File: config.mk
export PLATFORM = sky130hd
export DESIGN_NAME = sbt_timer
export DESIGN_NICKNAME = d
export VERILOG_FILES = /design/src/shared/sbt_pkg.sv /design/src/core/sbt_timer.sv /design/src/core/sbt_edge_sync.sv /design/src/core/sbt_prescaler.sv
export SDC_FILE = /design/constraint.sdc
export NUM_CORES = 1
export LEC_CHECK = 0
export ABC_CLOCK_PERIOD_IN_PS = 2000
export BUFFER_PORTS_ARGS = -buffer_cell sky130_fd_sc_hd__buf_2
export CAP_MARGIN = 20
export CORE_ASPECT_RATIO = 0.8
export CORE_MARGIN = 2
export CORE_UTILIZATION = 48
export CTS_CLUSTER_DIAMETER = 80
export DETAILED_ROUTE_END_ITERATION = 16
export MAX_ROUTING_LAYER = met4
export PLACE_DENSITY_LB_ADDON = 0.25
export SYNTH_ARGS = -nofsm -noshare
export SYNTH_HDL_FRONTEND = slang
export SYNTH_SLANG_ARGS = --single-unit
export TNS_END_PERCENT = 10
File: constraint.sdc
create_clock -name pclk -period 2 [get_ports pclk]
set_clock_uncertainty 0.2 [all_clocks]
set_input_delay 0.1 -clock pclk [delete_from_list [all_inputs] [get_ports pclk]]
set_output_delay 0.1 -clock pclk [all_outputs]
set_load 0.03 [all_outputs]
File: src/shared/sbt_pkg.sv
`default_nettype none
package sbt_pkg;
    // register byte offsets on the apb bus
    localparam logic [11:0] OFS_CTRL = 12'h000;
    localparam logic [11:0] OFS_LOW = 12'h004;
    localparam logic [11:0] OFS_HIGH = 12'h008;
    localparam logic [11:0] OFS_FLAG = 12'h00C;
    localparam logic [11:0] OFS_MASK = 12'h010;
    // counter_control_reg field positions
    localparam int CTL_RUN = 0;
    localparam int CTL_SRC = 1;
    localparam int CTL_BYP = 2;
    localparam int CTL_OSC = 3;
    localparam int CTL_PS_LO = 4;
    localparam int CTL_PS_HI = 5;
    localparam int CTL_WIDE = 7;
    // values after reset and write masks
    localparam logic [7:0] CTL_RST = 8'h00;
    localparam logic [7:0] CTL_WMASK = 8'hBF;
    localparam logic [15:0] CNT_RST = 16'h0000;
    localparam logic [15:0] CNT_MAX = 16'hFFFF;
    localparam logic [7:0] BUF_RST = 8'h00;
    // core clock cycles per instruction cycle
    localparam int INSTR_DIV = 4;
    localparam logic [1:0] DIV_LAST = 2'(INSTR_DIV - 1);
    // prescaler counter width, enough for 1:8
    localparam int PS_W = 3;
endpackage
`default_nettype wire

File: src/core/sbt_timer.sv
// Decided for this implementation: the APB register port and the placing of the registers.
`default_nettype none
// Notes on behaviour
// - count up through 16 bits, wrapping from all-ones to zero
// - wrap latches overflow flag; interrupt only when its enable is set
// - control bit 0 runs the counter; clear holds the value
// - bit 1 picks instruction clock or external rising edges
// - timer, synchronous counter and asynchronous counter modes
// - external source: bit 2 set skips sync, clear syncs; ignored internally
// - bits 5:4 choose prescale 1:1, 1:2, 1:4 or 1:8
// - bit 3 enables the low-power oscillator, clear shuts it off
// - oscillator enabled forces both crystal pins to inputs
// - oscillator and asynchronous counting keep going during sleep
// - bit 7 picks one 16-bit access or two byte accesses
// - bit 6 always reads zero
// - capture/compare reset input clears the count
// - wide mode: low read copies high byte to buffer; low write loads it
// - wide mode: buffer writes keep prescaler, low writes clear it
// - capture/compare reset sets no flag; a coinciding write wins
module sbt_timer
    import sbt_pkg::*;
(
    // clock and reset
    input wire logic pclk,
    input wire logic presetn,
    // apb slave
    input wire logic psel,
    input wire logic penable,
    input wire logic pwrite,
    input wire logic [11:0] paddr,
    input wire logic [31:0] pwdata,
    output logic [31:0] prdata,
    output logic pready,
    output logic pslverr,
    // interrupt
    output logic irq,
    // count pins and crystal pins
    input wire logic ext_count_pin,
    input wire logic osc_in_pin,
    output logic osc_out_pin_o,
    output logic osc_out_pin_oe,
    // port direction override
    input wire logic [1:0] port_c_direction,
    output logic [1:0] pin_dir_eff,
    // system
    input wire logic sleep,
    input wire logic ccp_reset
);
    typedef struct packed {
        logic [7:0] ctl;
        logic [15:0] cnt;
        logic [7:0] hbuf;
        logic flag;
        logic mask;
        logic [1:0] div_q;
        logic sync_d;
        logic rdy;
        logic err;
        logic [31:0] rdata;
        logic irq;
        logic osc_o;
        logic osc_oe;
        logic [1:0] dir;
    } sbt_top_s;

    sbt_top_s st;
    sbt_top_s nx;

    logic access;
    logic wr;
    logic rd;
    logic hit_ctrl;
    logic hit_low;
    logic hit_high;
    logic hit_flag;
    logic hit_mask;
    logic wide;
    logic osc_en;
    logic wr_low;
    logic wr_high;
    logic cnt_wr;
    logic ps_clr;
    logic int_tick;
    logic ext_rise;
    logic src_tick;
    logic ps_tick;
    logic ovf;
    logic pin_rise;
    logic osc_rise;
    logic osc_lvl;

    // bus decode; effects land on the first access cycle, pready follows
    assign access = psel & penable & ~st.rdy;
    assign wr = access & pwrite;
    assign rd = access & ~pwrite;
    assign hit_ctrl = (paddr == OFS_CTRL);
    assign hit_low = (paddr == OFS_LOW);
    assign hit_high = (paddr == OFS_HIGH);
    assign hit_flag = (paddr == OFS_FLAG);
    assign hit_mask = (paddr == OFS_MASK);
    assign wide = st.ctl[CTL_WIDE];
    assign osc_en = st.ctl[CTL_OSC];
    assign wr_low = wr & hit_low;
    assign wr_high = wr & hit_high;

    // byte mode writes the high byte directly, wide mode only the buffer
    assign cnt_wr = wr_low | (wr_high & ~wide);
    assign ps_clr = cnt_wr;

    // instruction clock stops in sleep, like the core clock would
    assign int_tick = (st.div_q == DIV_LAST) & ~sleep;

    // enabled oscillator replaces the external pin as count source
    assign ext_rise = osc_en ? osc_rise : pin_rise;

    // mode select: timer, synced counter, or unsynced counter
    always_comb begin
        if (!st.ctl[CTL_SRC]) begin
            src_tick = int_tick;
        end else if (st.ctl[CTL_BYP]) begin
            src_tick = ext_rise;
        end else begin
            src_tick = st.sync_d;
        end
    end

    // next state
    always_comb begin
        nx = st;
        ovf = 1'b0;
        nx.div_q = (st.div_q == DIV_LAST) ? 2'h0 : 2'(st.div_q + 2'h1);
        // synced path is one more core-domain stage, halted in sleep
        nx.sync_d = ext_rise & ~sleep;
        // control register, bit 6 never stored
        if (wr & hit_ctrl) begin
            nx.ctl = pwdata[7:0] & CTL_WMASK;
        end
        // count: write beats capture/compare reset beats increment
        if (wr_low) begin
            nx.cnt = wide ? {st.hbuf, pwdata[7:0]} : {st.cnt[15:8], pwdata[7:0]};
        end else if (wr_high && !wide) begin
            nx.cnt = {pwdata[7:0], st.cnt[7:0]};
        end else if (ccp_reset) begin
            nx.cnt = CNT_RST;
        end else if (ps_tick) begin
            nx.cnt = 16'(st.cnt + 16'h0001);
            ovf = (st.cnt == CNT_MAX);
        end
        // high byte buffer
        if (wr_high && wide) begin
            nx.hbuf = pwdata[7:0];
        end else if (rd && hit_low && wide) begin
            nx.hbuf = st.cnt[15:8];
        end
        // sticky flag, a new overflow beats the write-one clear
        nx.flag = (st.flag & ~(wr & hit_flag & pwdata[0])) | ovf;
        if (wr & hit_mask) begin
            nx.mask = pwdata[0];
        end
        nx.irq = nx.flag & nx.mask;
        // read data, zero when not a read
        nx.rdata = 32'h0000_0000;
        if (rd) begin
            if (hit_ctrl) begin
                nx.rdata[7:0] = st.ctl & CTL_WMASK;
            end else if (hit_low) begin
                nx.rdata[7:0] = st.cnt[7:0];
            end else if (hit_high) begin
                nx.rdata[7:0] = wide ? st.hbuf : st.cnt[15:8];
            end else if (hit_flag) begin
                nx.rdata[0] = st.flag;
            end else if (hit_mask) begin
                nx.rdata[0] = st.mask;
            end
        end
        nx.rdy = access;
        nx.err = access & ~(hit_ctrl | hit_low | hit_high | hit_flag | hit_mask);
        // amplifier inverts the sampled crystal input; off means no drive
        nx.osc_o = osc_en & ~osc_lvl;
        nx.osc_oe = osc_en;
        // oscillator logic ignores sleep so it keeps running
        nx.dir = osc_en ? 2'h3 : port_c_direction;
    end

    // state register
    always_ff @(posedge pclk or negedge presetn) begin
        if (!presetn) begin
            st <= '0;
            st.ctl <= CTL_RST;
            st.cnt <= CNT_RST;
            st.hbuf <= BUF_RST;
        end else begin
            st <= nx;
        end
    end

    // external pin sampler
    sbt_edge_sync u_pin_sync (
        .pclk(pclk),
        .presetn(presetn),
        .pin(ext_count_pin),
        .level(),
        .rise(pin_rise)
    );

    // crystal input sampler, works in sleep too
    sbt_edge_sync u_osc_sync (
        .pclk(pclk),
        .presetn(presetn),
        .pin(osc_in_pin),
        .level(osc_lvl),
        .rise(osc_rise)
    );

    // prescaler only sees ticks while the counter runs
    sbt_prescaler #(
        .W(PS_W)
    ) u_ps (
        .pclk(pclk),
        .presetn(presetn),
        .tick(src_tick & st.ctl[CTL_RUN]),
        .clr(ps_clr),
        .sel(st.ctl[CTL_PS_HI:CTL_PS_LO]),
        .tick_o(ps_tick)
    );

    assign prdata = st.rdata;
    assign pready = st.rdy;
    assign pslverr = st.err;
    assign irq = st.irq;
    assign osc_out_pin_o = st.osc_o;
    assign osc_out_pin_oe = st.osc_oe;
    assign pin_dir_eff = st.dir;

    property p_wrap;
        @(posedge pclk) disable iff (!presetn)
        (ps_tick && !cnt_wr && !ccp_reset && st.cnt == CNT_MAX) |=> (st.cnt == CNT_RST);
    endproperty
    a_wrap: assert property (p_wrap) else $error("counter did not wrap to zero");

    property p_ovf;
        @(posedge pclk) disable iff (!presetn)
        (ps_tick && !cnt_wr && !ccp_reset && st.cnt == CNT_MAX) |=> st.flag;
    endproperty
    a_ovf: assert property (p_ovf) else $error("overflow flag not set on wrap");

    property p_irq;
        @(posedge pclk) disable iff (!presetn)
        (st.flag && st.mask) |-> irq;
    endproperty
    a_irq: assert property (p_irq) else $error("unmasked flag without interrupt");

    property p_hold;
        @(posedge pclk) disable iff (!presetn)
        (!st.ctl[CTL_RUN] && !cnt_wr && !ccp_reset) |=> $stable(st.cnt);
    endproperty
    a_hold: assert property (p_hold) else $error("stopped counter changed");

    property p_int_rate;
        @(posedge pclk) disable iff (!presetn)
        (!st.ctl[CTL_SRC] && src_tick) |-> (st.div_q == DIV_LAST);
    endproperty
    a_int_rate: assert property (p_int_rate) else $error("timer tick off instruction cycle");

    property p_sync;
        @(posedge pclk) disable iff (!presetn)
        (st.ctl[CTL_SRC] && !st.ctl[CTL_BYP] && src_tick) |-> $past(ext_rise);
    endproperty
    a_sync: assert property (p_sync) else $error("synced tick without earlier edge");

    property p_bit6;
        @(posedge pclk) disable iff (!presetn)
        (rd && hit_ctrl) |=> (pready && !prdata[6]);
    endproperty
    a_bit6: assert property (p_bit6) else $error("control bit 6 read as one");

    property p_ccp;
        @(posedge pclk) disable iff (!presetn)
        (ccp_reset && !cnt_wr && !(wr & hit_flag)) |=> (st.cnt == CNT_RST && st.flag == $past(st.flag));
    endproperty
    a_ccp: assert property (p_ccp) else $error("ccp reset failed or set flag");

    property p_prio;
        @(posedge pclk) disable iff (!presetn)
        (wr_low && ccp_reset) |=> (st.cnt[7:0] == $past(pwdata[7:0]));
    endproperty
    a_prio: assert property (p_prio) else $error("write lost to ccp reset");

    property p_buf;
        @(posedge pclk) disable iff (!presetn)
        (rd && hit_low && wide) |=> (st.hbuf == $past(st.cnt[15:8]));
    endproperty
    a_buf: assert property (p_buf) else $error("buffer not loaded on low read");

    property p_hi_noclr;
        @(posedge pclk) disable iff (!presetn)
        (wr_high && wide) |-> !ps_clr;
    endproperty
    a_hi_noclr: assert property (p_hi_noclr) else $error("buffer write cleared prescaler");

    property p_osc_dir;
        @(posedge pclk) disable iff (!presetn)
        osc_en |=> (pin_dir_eff == 2'h3);
    endproperty
    a_osc_dir: assert property (p_osc_dir) else $error("crystal pins not inputs");

    property p_osc_off;
        @(posedge pclk) disable iff (!presetn)
        !osc_en |=> (!osc_out_pin_oe && !osc_out_pin_o);
    endproperty
    a_osc_off: assert property (p_osc_off) else $error("oscillator drives while off");
endmodule
`default_nettype wire

File: src/core/sbt_edge_sync.sv
`default_nettype none
module sbt_edge_sync
    import sbt_pkg::*;
(
    // clock and reset
    input wire logic pclk,
    input wire logic presetn,
    // raw pin and its clean view
    input wire logic pin,
    output logic level,
    output logic rise
);
    typedef struct packed {
        logic s1;
        logic s2;
        logic s3;
        logic lvl;
        logic rise;
    } sbt_sync_s;

    sbt_sync_s st;
    sbt_sync_s nx;

    // level only moves once stages two and three agree
    always_comb begin
        nx = st;
        nx.s1 = pin;
        nx.s2 = st.s1;
        nx.s3 = st.s2;
        if (st.s2 == st.s3) begin
            nx.lvl = st.s2;
        end
        nx.rise = nx.lvl & ~st.lvl;
    end

    // state register
    always_ff @(posedge pclk or negedge presetn) begin
        if (!presetn) begin
            st <= '0;
        end else begin
            st <= nx;
        end
    end

    assign level = st.lvl;
    assign rise = st.rise;
endmodule
`default_nettype wire

File: src/core/sbt_prescaler.sv
`default_nettype none
module sbt_prescaler
    import sbt_pkg::*;
#(
    parameter int W = PS_W
) (
    // clock and reset
    input wire logic pclk,
    input wire logic presetn,
    // input ticks, clear and ratio
    input wire logic tick,
    input wire logic clr,
    input wire logic [1:0] sel,
    // one pulse per ratio ticks
    output logic tick_o
);
    typedef struct packed {
        logic [W-1:0] cnt;
    } sbt_ps_s;

    sbt_ps_s st;
    sbt_ps_s nx;
    logic [W-1:0] mask;

    // ratio mask and divided tick
    always_comb begin
        unique case (sel)
            2'h0: mask = W'(0);
            2'h1: mask = W'(1);
            2'h2: mask = W'(3);
            2'h3: mask = W'(7);
        endcase
        tick_o = tick & ((st.cnt & mask) == mask);
        nx = st;
        if (clr) begin
            nx.cnt = '0;
        end else if (tick) begin
            nx.cnt = W'(st.cnt + W'(1));
        end
    end

    // state register
    always_ff @(posedge pclk or negedge presetn) begin
        if (!presetn) begin
            st <= '0;
        end else begin
            st <= nx;
        end
    end

    property p_ratio8;
        @(posedge pclk) disable iff (!presetn)
        (sel == 2'h3 && tick_o) |-> (st.cnt == W'(7));
    endproperty
    a_ratio8: assert property (p_ratio8) else $error("1:8 tick not on eighth count");

    property p_clr;
        @(posedge pclk) disable iff (!presetn)
        clr |=> (st.cnt == '0);
    endproperty
    a_clr: assert property (p_clr) else $error("prescaler not cleared");
endmodule
`default_nettype wire

Yosys cells after proc, flatten, opt, wreduce, memory -nomap -nowiden:

Index checks and enable logic that the tools add are counted.

* register bits: 64
* bits in latches: 0
* RAM bits: 0
* memories kept: 0
* output and inout bits: 39
* memory bits (read-only): 0

* $add $sub $neg: 3
* multiplexer cells: 30
* shift operators: 0
* div/mod/pow operators: 0
* order comparisons: 0
* bitwise logic cells: 36
* equal/unequal tests: 14
* $mul: 0
* reductions and logical operators: 13

Operators by type and width (number)
* two-way mux 16 bit: 5
* two-way mux 8 bit: 6
* == test 12 x 4 -> 1 bit, second input constant: 2
* bitwise AND 1 bit: 21
* adder 16 x 1 -> 16 bit, second input constant: 1
* == test 16 bit, second input constant: 1
* two-way mux 1 bit: 13
* == test 12 x 3 -> 1 bit, second input constant: 1
* == test 12 x 5 -> 1 bit, second input constant: 1
* logical NOT 12 bit: 1
* case mux 3 bit (4 select lines): 1
* NOT 1 bit: 8
* two-way mux 7 bit: 1
* == test 2 bit, second input constant: 3
* two-way mux 3 bit: 2
* bitwise OR 1 bit: 6
* logical AND 1 bit: 4
* two-way mux 2 bit: 2
* inequality test 2 bit, second input constant: 2
* AND reduction 2 bit: 2
* nonzero test 2 bit: 2
* nonzero test 4 bit: 1
* adder 3 x 1 -> 3 bit, second input constant: 1
* bitwise AND 3 bit: 1
* 7 further kinds: 8

Depth between registers and ports, before layout:

* depth after elaboration: 11
* gate-level depth with buffers: 8
* mapped depth without buffers: 7

Hierarchy:

Synthesis repeated with hierarchy kept, for this count alone.

* cells, all modules: 371
* area total of the unflattened synthesis: 3634.7 sq um

Modules (own cells, without submodules)
* sbt_timer: area an instance 3186.8 sq um, sequential area each 1276.2 sq um, cells an instance 341, times used 1
* sbt_edge_sync: area an instance 146.4 sq um, sequential area each 125.1 sq um, cells an instance 7, times used 2
* sbt_prescaler: area an instance 155.1 sq um, sequential area each 75.1 sq um, cells an instance 16, times used 1

Least setup slack after synthesis:

Ideal clock, no wire load.

* path type: register -> register
* start: register st, in the netlist nx[2]
* end: register st[67] (netlist bit)
* path slack: -0.200 ns
* stages on the path, launching flop included: 7
* period minus slack after synthesis: 2.200 ns
* data required time: 1.679 ns
* arrival: 1.879 ns
* library setup time: 0.121 ns
* cells stage by stage: dfrtp_1 -> mux2i_1 -> o211ai_1 -> a31oi_1 -> o22ai_1 -> o22ai_1 -> a22o_1

* word-level cells in the longest chain between the ends: 7

RTL lines
* from (decl): line sbt_timer.sv:66 `sbt_top_s st;`
* from (signal assigned): line sbt_timer.sv:193 `st <= nx;`
* two-way mux 1 bit: line sbt_timer.sv:114 `assign ext_rise = osc_en ? osc_rise : pin_rise;`
* two-way mux 1 bit: line sbt_timer.sv:120 `end else if (st.ctl[CTL_BYP]) begin`
* two-way mux 1 bit: line sbt_timer.sv:118 `if (!st.ctl[CTL_SRC]) begin`
* bitwise AND 1 bit: line sbt_timer.sv:221 `.tick(src_tick & st.ctl[CTL_RUN]),`
* bitwise AND 1 bit: line sbt_prescaler.sv:33 `tick_o = tick & ((st.cnt & mask) == mask);`
* nonzero test 4 bit (no source line)
* AND reduction 2 bit (no source line)

No other way between the ends.
A chain may end at the register's enable or synchronous reset.

Final worst setup path:

* start: register st, in the netlist pready
* end: register st[60] (netlist bit)

* word-level cells in the longest chain between the ends: 7
* elaborated cells on any way between the ends: 11

RTL lines
* NOT 1 bit (*): line sbt_timer.sv:93 `assign access = psel & penable & ~st.rdy;`
* bitwise AND 1 bit (*): line sbt_timer.sv:93
* bitwise AND 1 bit (*): line sbt_timer.sv:94 `assign wr = access & pwrite;`
* bitwise AND 1 bit: line sbt_timer.sv:104 `assign wr_high = wr & hit_high;`
* logical AND 1 bit: line sbt_timer.sv:141 `end else if (wr_high && !wide) begin`
* nonzero test 4 bit (no source line) / two-way mux 16 bit (equally long branches)
* AND reduction 2 bit (no source line) / two-way mux 16 bit (equally long branches)

Every way passes the cells marked *; elsewhere a longest branch is shown, timed or not. The select of a mux whose other input is x is not followed.

==> impl_metrics.toml <==
[global_routing]
grt_overflow = 0
grt_max_degree = 28
grtUsageTotal_pct = 26.9
grt_pass1_wl_um = 16200
grt_pass1_vias = 3296
antenna_found_initial = 0

[run_status]
status = "complete, but fails checks"
violations = "setup timing"

[place]
gp_congestion = 0.934
place_inst = 546
portBuffers = 45
dp_hpwl_um = 7730
dp_slack_ns = -0.285
place_area_sq_um = 4200

[sta]
finalWorstSetupSlack_ns = -0.173
finalCritPeriodShare_pct = 109
setup_viol = 13
final_hold_viol_count = 0
finalMaxSlewViolations = 0
rsz0062_at_grt = "yes"
period_needed_ns = 2.17
worst_pin_slew_ns = 0.606
fmax_ghz = 0.460
max_slew_margin_pct = 59.6

[die]
die_w_um = 101
rows = 28
core_sq_um = 7320
die_h_um = 81.5
start_util_pct = 49.2
dieArea_sq_um = 8210
num_io_pins = 94

[layout]
syn_to_final_growth_pct = 32.5
fin_util_pct = 65.2
drive_gt1_share_pct = 35.7
fin_cells = 592
n_antenna_cell = 0
nNetsFinal = 555
seqCellArea_sq_um = 1600
multi_input_area_sq_um = 1890
nFillCells = 602
design_area_sq_um = 4770

[logic_synthesis]
synth_mux_area_share_pct = 5.98
seq_area_frac_synth_pct = 44.5
yosysMostFrequentCell = "dfrtp_1"
synth-simple-area-share_pct = 20.0
synth-edff-count = 0
syn_inst = 377
synthFlopType = "dfrtp_1"
synth_area_leaders = "dfrtp_1 (44%), buf_4 (7.1%), nor2_1 (3.9%)"
synthAdderAreaFrac_pct = 1.32
yosysTopAreaCellShare_pct = 44.5
async_flop_share_pct = 100
yosys_warnings = 0
yosysUniqueCellTypes = 59
synth_compound_area_share_pct = 17.7
synth_common_cells = "dfrtp_1 (64), nor2_1 (37), buf_4 (34)"
yosys.area_share.xor_xnor_pct = 0.730
netlist.top_cell.by_area = "dfrtp_1"
yosys_register_bits = 64
synth_area_sq_um = 3600
syn_avg_cell_area_sq_um = 9.55
synth_top_family_by_area = "simple AND/OR/NAND/NOR gates"

[clock_network]
cts_tree = "built"
cts_inserted_buffers = 9
clk_latency_ns = 0.35
clk_path_buf_depth = 2
cts_root_buf = "clkbuf_8"
h-tree-depth = 3
cts.sinks = 64
clkTransAtPathRegs_ns = 0.08

[setup_path]
setup.worst_path.class = "reg -> reg"
critPathArrivalTime_ns = 2.26
critPathLaunch = "pready"
crit_path_end = "st[60]"
critPathCaptureType = "flop"
crit_required_ns = 2.09
r2r_setup_slack_ns = -0.17
reg2reg_depth = 7
worstReg2RegEnd = "st[60]"
start_kind = "flop"
r2r-start = "pready"
crit_path_max_fanout = 4

[route]
viasPerCell = 5.80
routedWlPerCell_um = 18.0
dr_total_vias = 3432
remaining_drc_errors = 0
route.antenna.remaining_nets = 0
drt_iter0_drc = 336
firstDrtPassIters = 8
routed_wl_um = 10700

[run]
maxCapViolCount = 0

[pwr]
p_total_uw = 2720
leakagePower_uw = 0.00223
p_per_area_nw_per_um2 = 570
ir_drop_mv = 0.410

[worst_hold_path]
hp-class = "in -> reg"
==> cell type report <==
type / instances / area share [%]
clock buffers: 10 / 2.88
clock inverters: 6 / 0.944
inverters: 12 / 0.944
multi-input cells: 279 / 39.5
flip-flops and latches: 64 / 33.6
well taps: 90 / 2.36
repair buffers: 131 / 19.7
==> layout by cell type, fill, tap and decap left out, types with 4 or more instances in the layout <==
cell type,count
inv_1,12
nor3_1,9
buf_4,66
clkbuf_8,10
and3_1,4
buf_2,45
nand2_1,25
o21ai_0,15
nand4_1,4
conb_1,24
mux2i_1,7
a22o_1,5
a22oi_1,9
a21oi_1,15
dlygate4sd3_1,17
o21ai_1,6
mux2_2,12
nor2_1,35
dfrtp_1,63
o22ai_1,7
a222oi_1,5
nand3_1,17
==> worst min-delay path by stage <==
stage | from | endpoint | slack, ns | cells after the start
4_1_cts | paddr[3] | prdata[0] | 0.05 | 5
2_1_floorplan | presetn | irq | -0.40 | 0
6_report | paddr[3] | prdata[0] | 0.07 | 5
5_1_grt | paddr[3] | prdata[0] | 0.10 | 5
3_5_place_dp | presetn | prdata[7] | -0.06 | 1
3_3_place_gp | presetn | prdata[7] | -0.08 | 1
==> critical path, cell delays in order (launching register included) <==
cell and delay [ns]:
dfrtp_2 0.37, nand4b_1 0.22, nor4_2 0.06, buf_4 0.17, a21oi_2 0.30, nand2_1 0.22
o32ai_1 0.39, a22o_1 0.20
==> logic make-up after synthesis <==
| family | after synthesis |
|---|---|
| fa+ha+maj | 4 |
| mux | 20 |
| buf+inv | 58 |
| simple gates | 134 |
| compound gates | 93 |
| other cells | 1 |
| xor+xnor | 3 |
| flops | 64 |
==> where the power goes <==
part | leakage [uW] | total, uW | internal (uW) | switching [uW]
Clock | 0.0000845 | 1020 | 484 | 534
Sequential | 0.000855 | 1340 | 1320 | 16.8
Combinational | 0.00129 | 367 | 136 | 231
Total | 0.00223 | 2720 | 1940 | 782
==> registers in the layout, summed over array words and instances, names as in the netlist <==
signal            cells
osc_out_pin_oe        1
u_pin_sync.st         1
pready                1
u_osc_sync.st         1
u_ps.st               3
u_pin_sync.nx         2
u_osc_sync.level      1
nx                    1
pslverr               1
prdata                8
st                   35
u_pin_sync.level      1
irq                   1
u_osc_sync.nx         2
osc_out_pin_o         1
u_pin_sync.rise       1
pin_dir_eff           2
u_osc_sync.rise       1
==> timing repair <==
| item | CTS | global route |
|---|---|---|
| setup endpoints to repair | 18 | 22 |
| hold endpoints to repair | 75 | 0 |
| gates cloned | 1 | 0 |
| hold buffers | 17 | 0 |
| resized for setup | 13 | 15 |
| pin swaps | 9 | 5 |
| setup buffers | 9 | 3 |
==> layer usage <==
metal / share of wire, % / vias to the layer above / GRT usage (%)
li1: - / 1575 / -
met1: 43 / 1656 / 35.8
met2: 46 / 177 / 41.9
met3: 8.7 / 24 / 5.45
met4: 1.9 / 0 / 8.63
met5: 0 / - / -
==> per-stage QoR <==
step | hold slack, ns | setup TNS [ns]
6_report | 0.0673 | -0.891
5_1_grt | 0.101 | -2.33
4_1_cts | 0.0516 | -1.18
3_5_place_dp | -0.0569 | -7.19
3_3_place_gp | -0.0776 | -5.96
2_1_floorplan | -0.396 | -1.68
No activity file was read; power rests on OpenSTA's default activity.
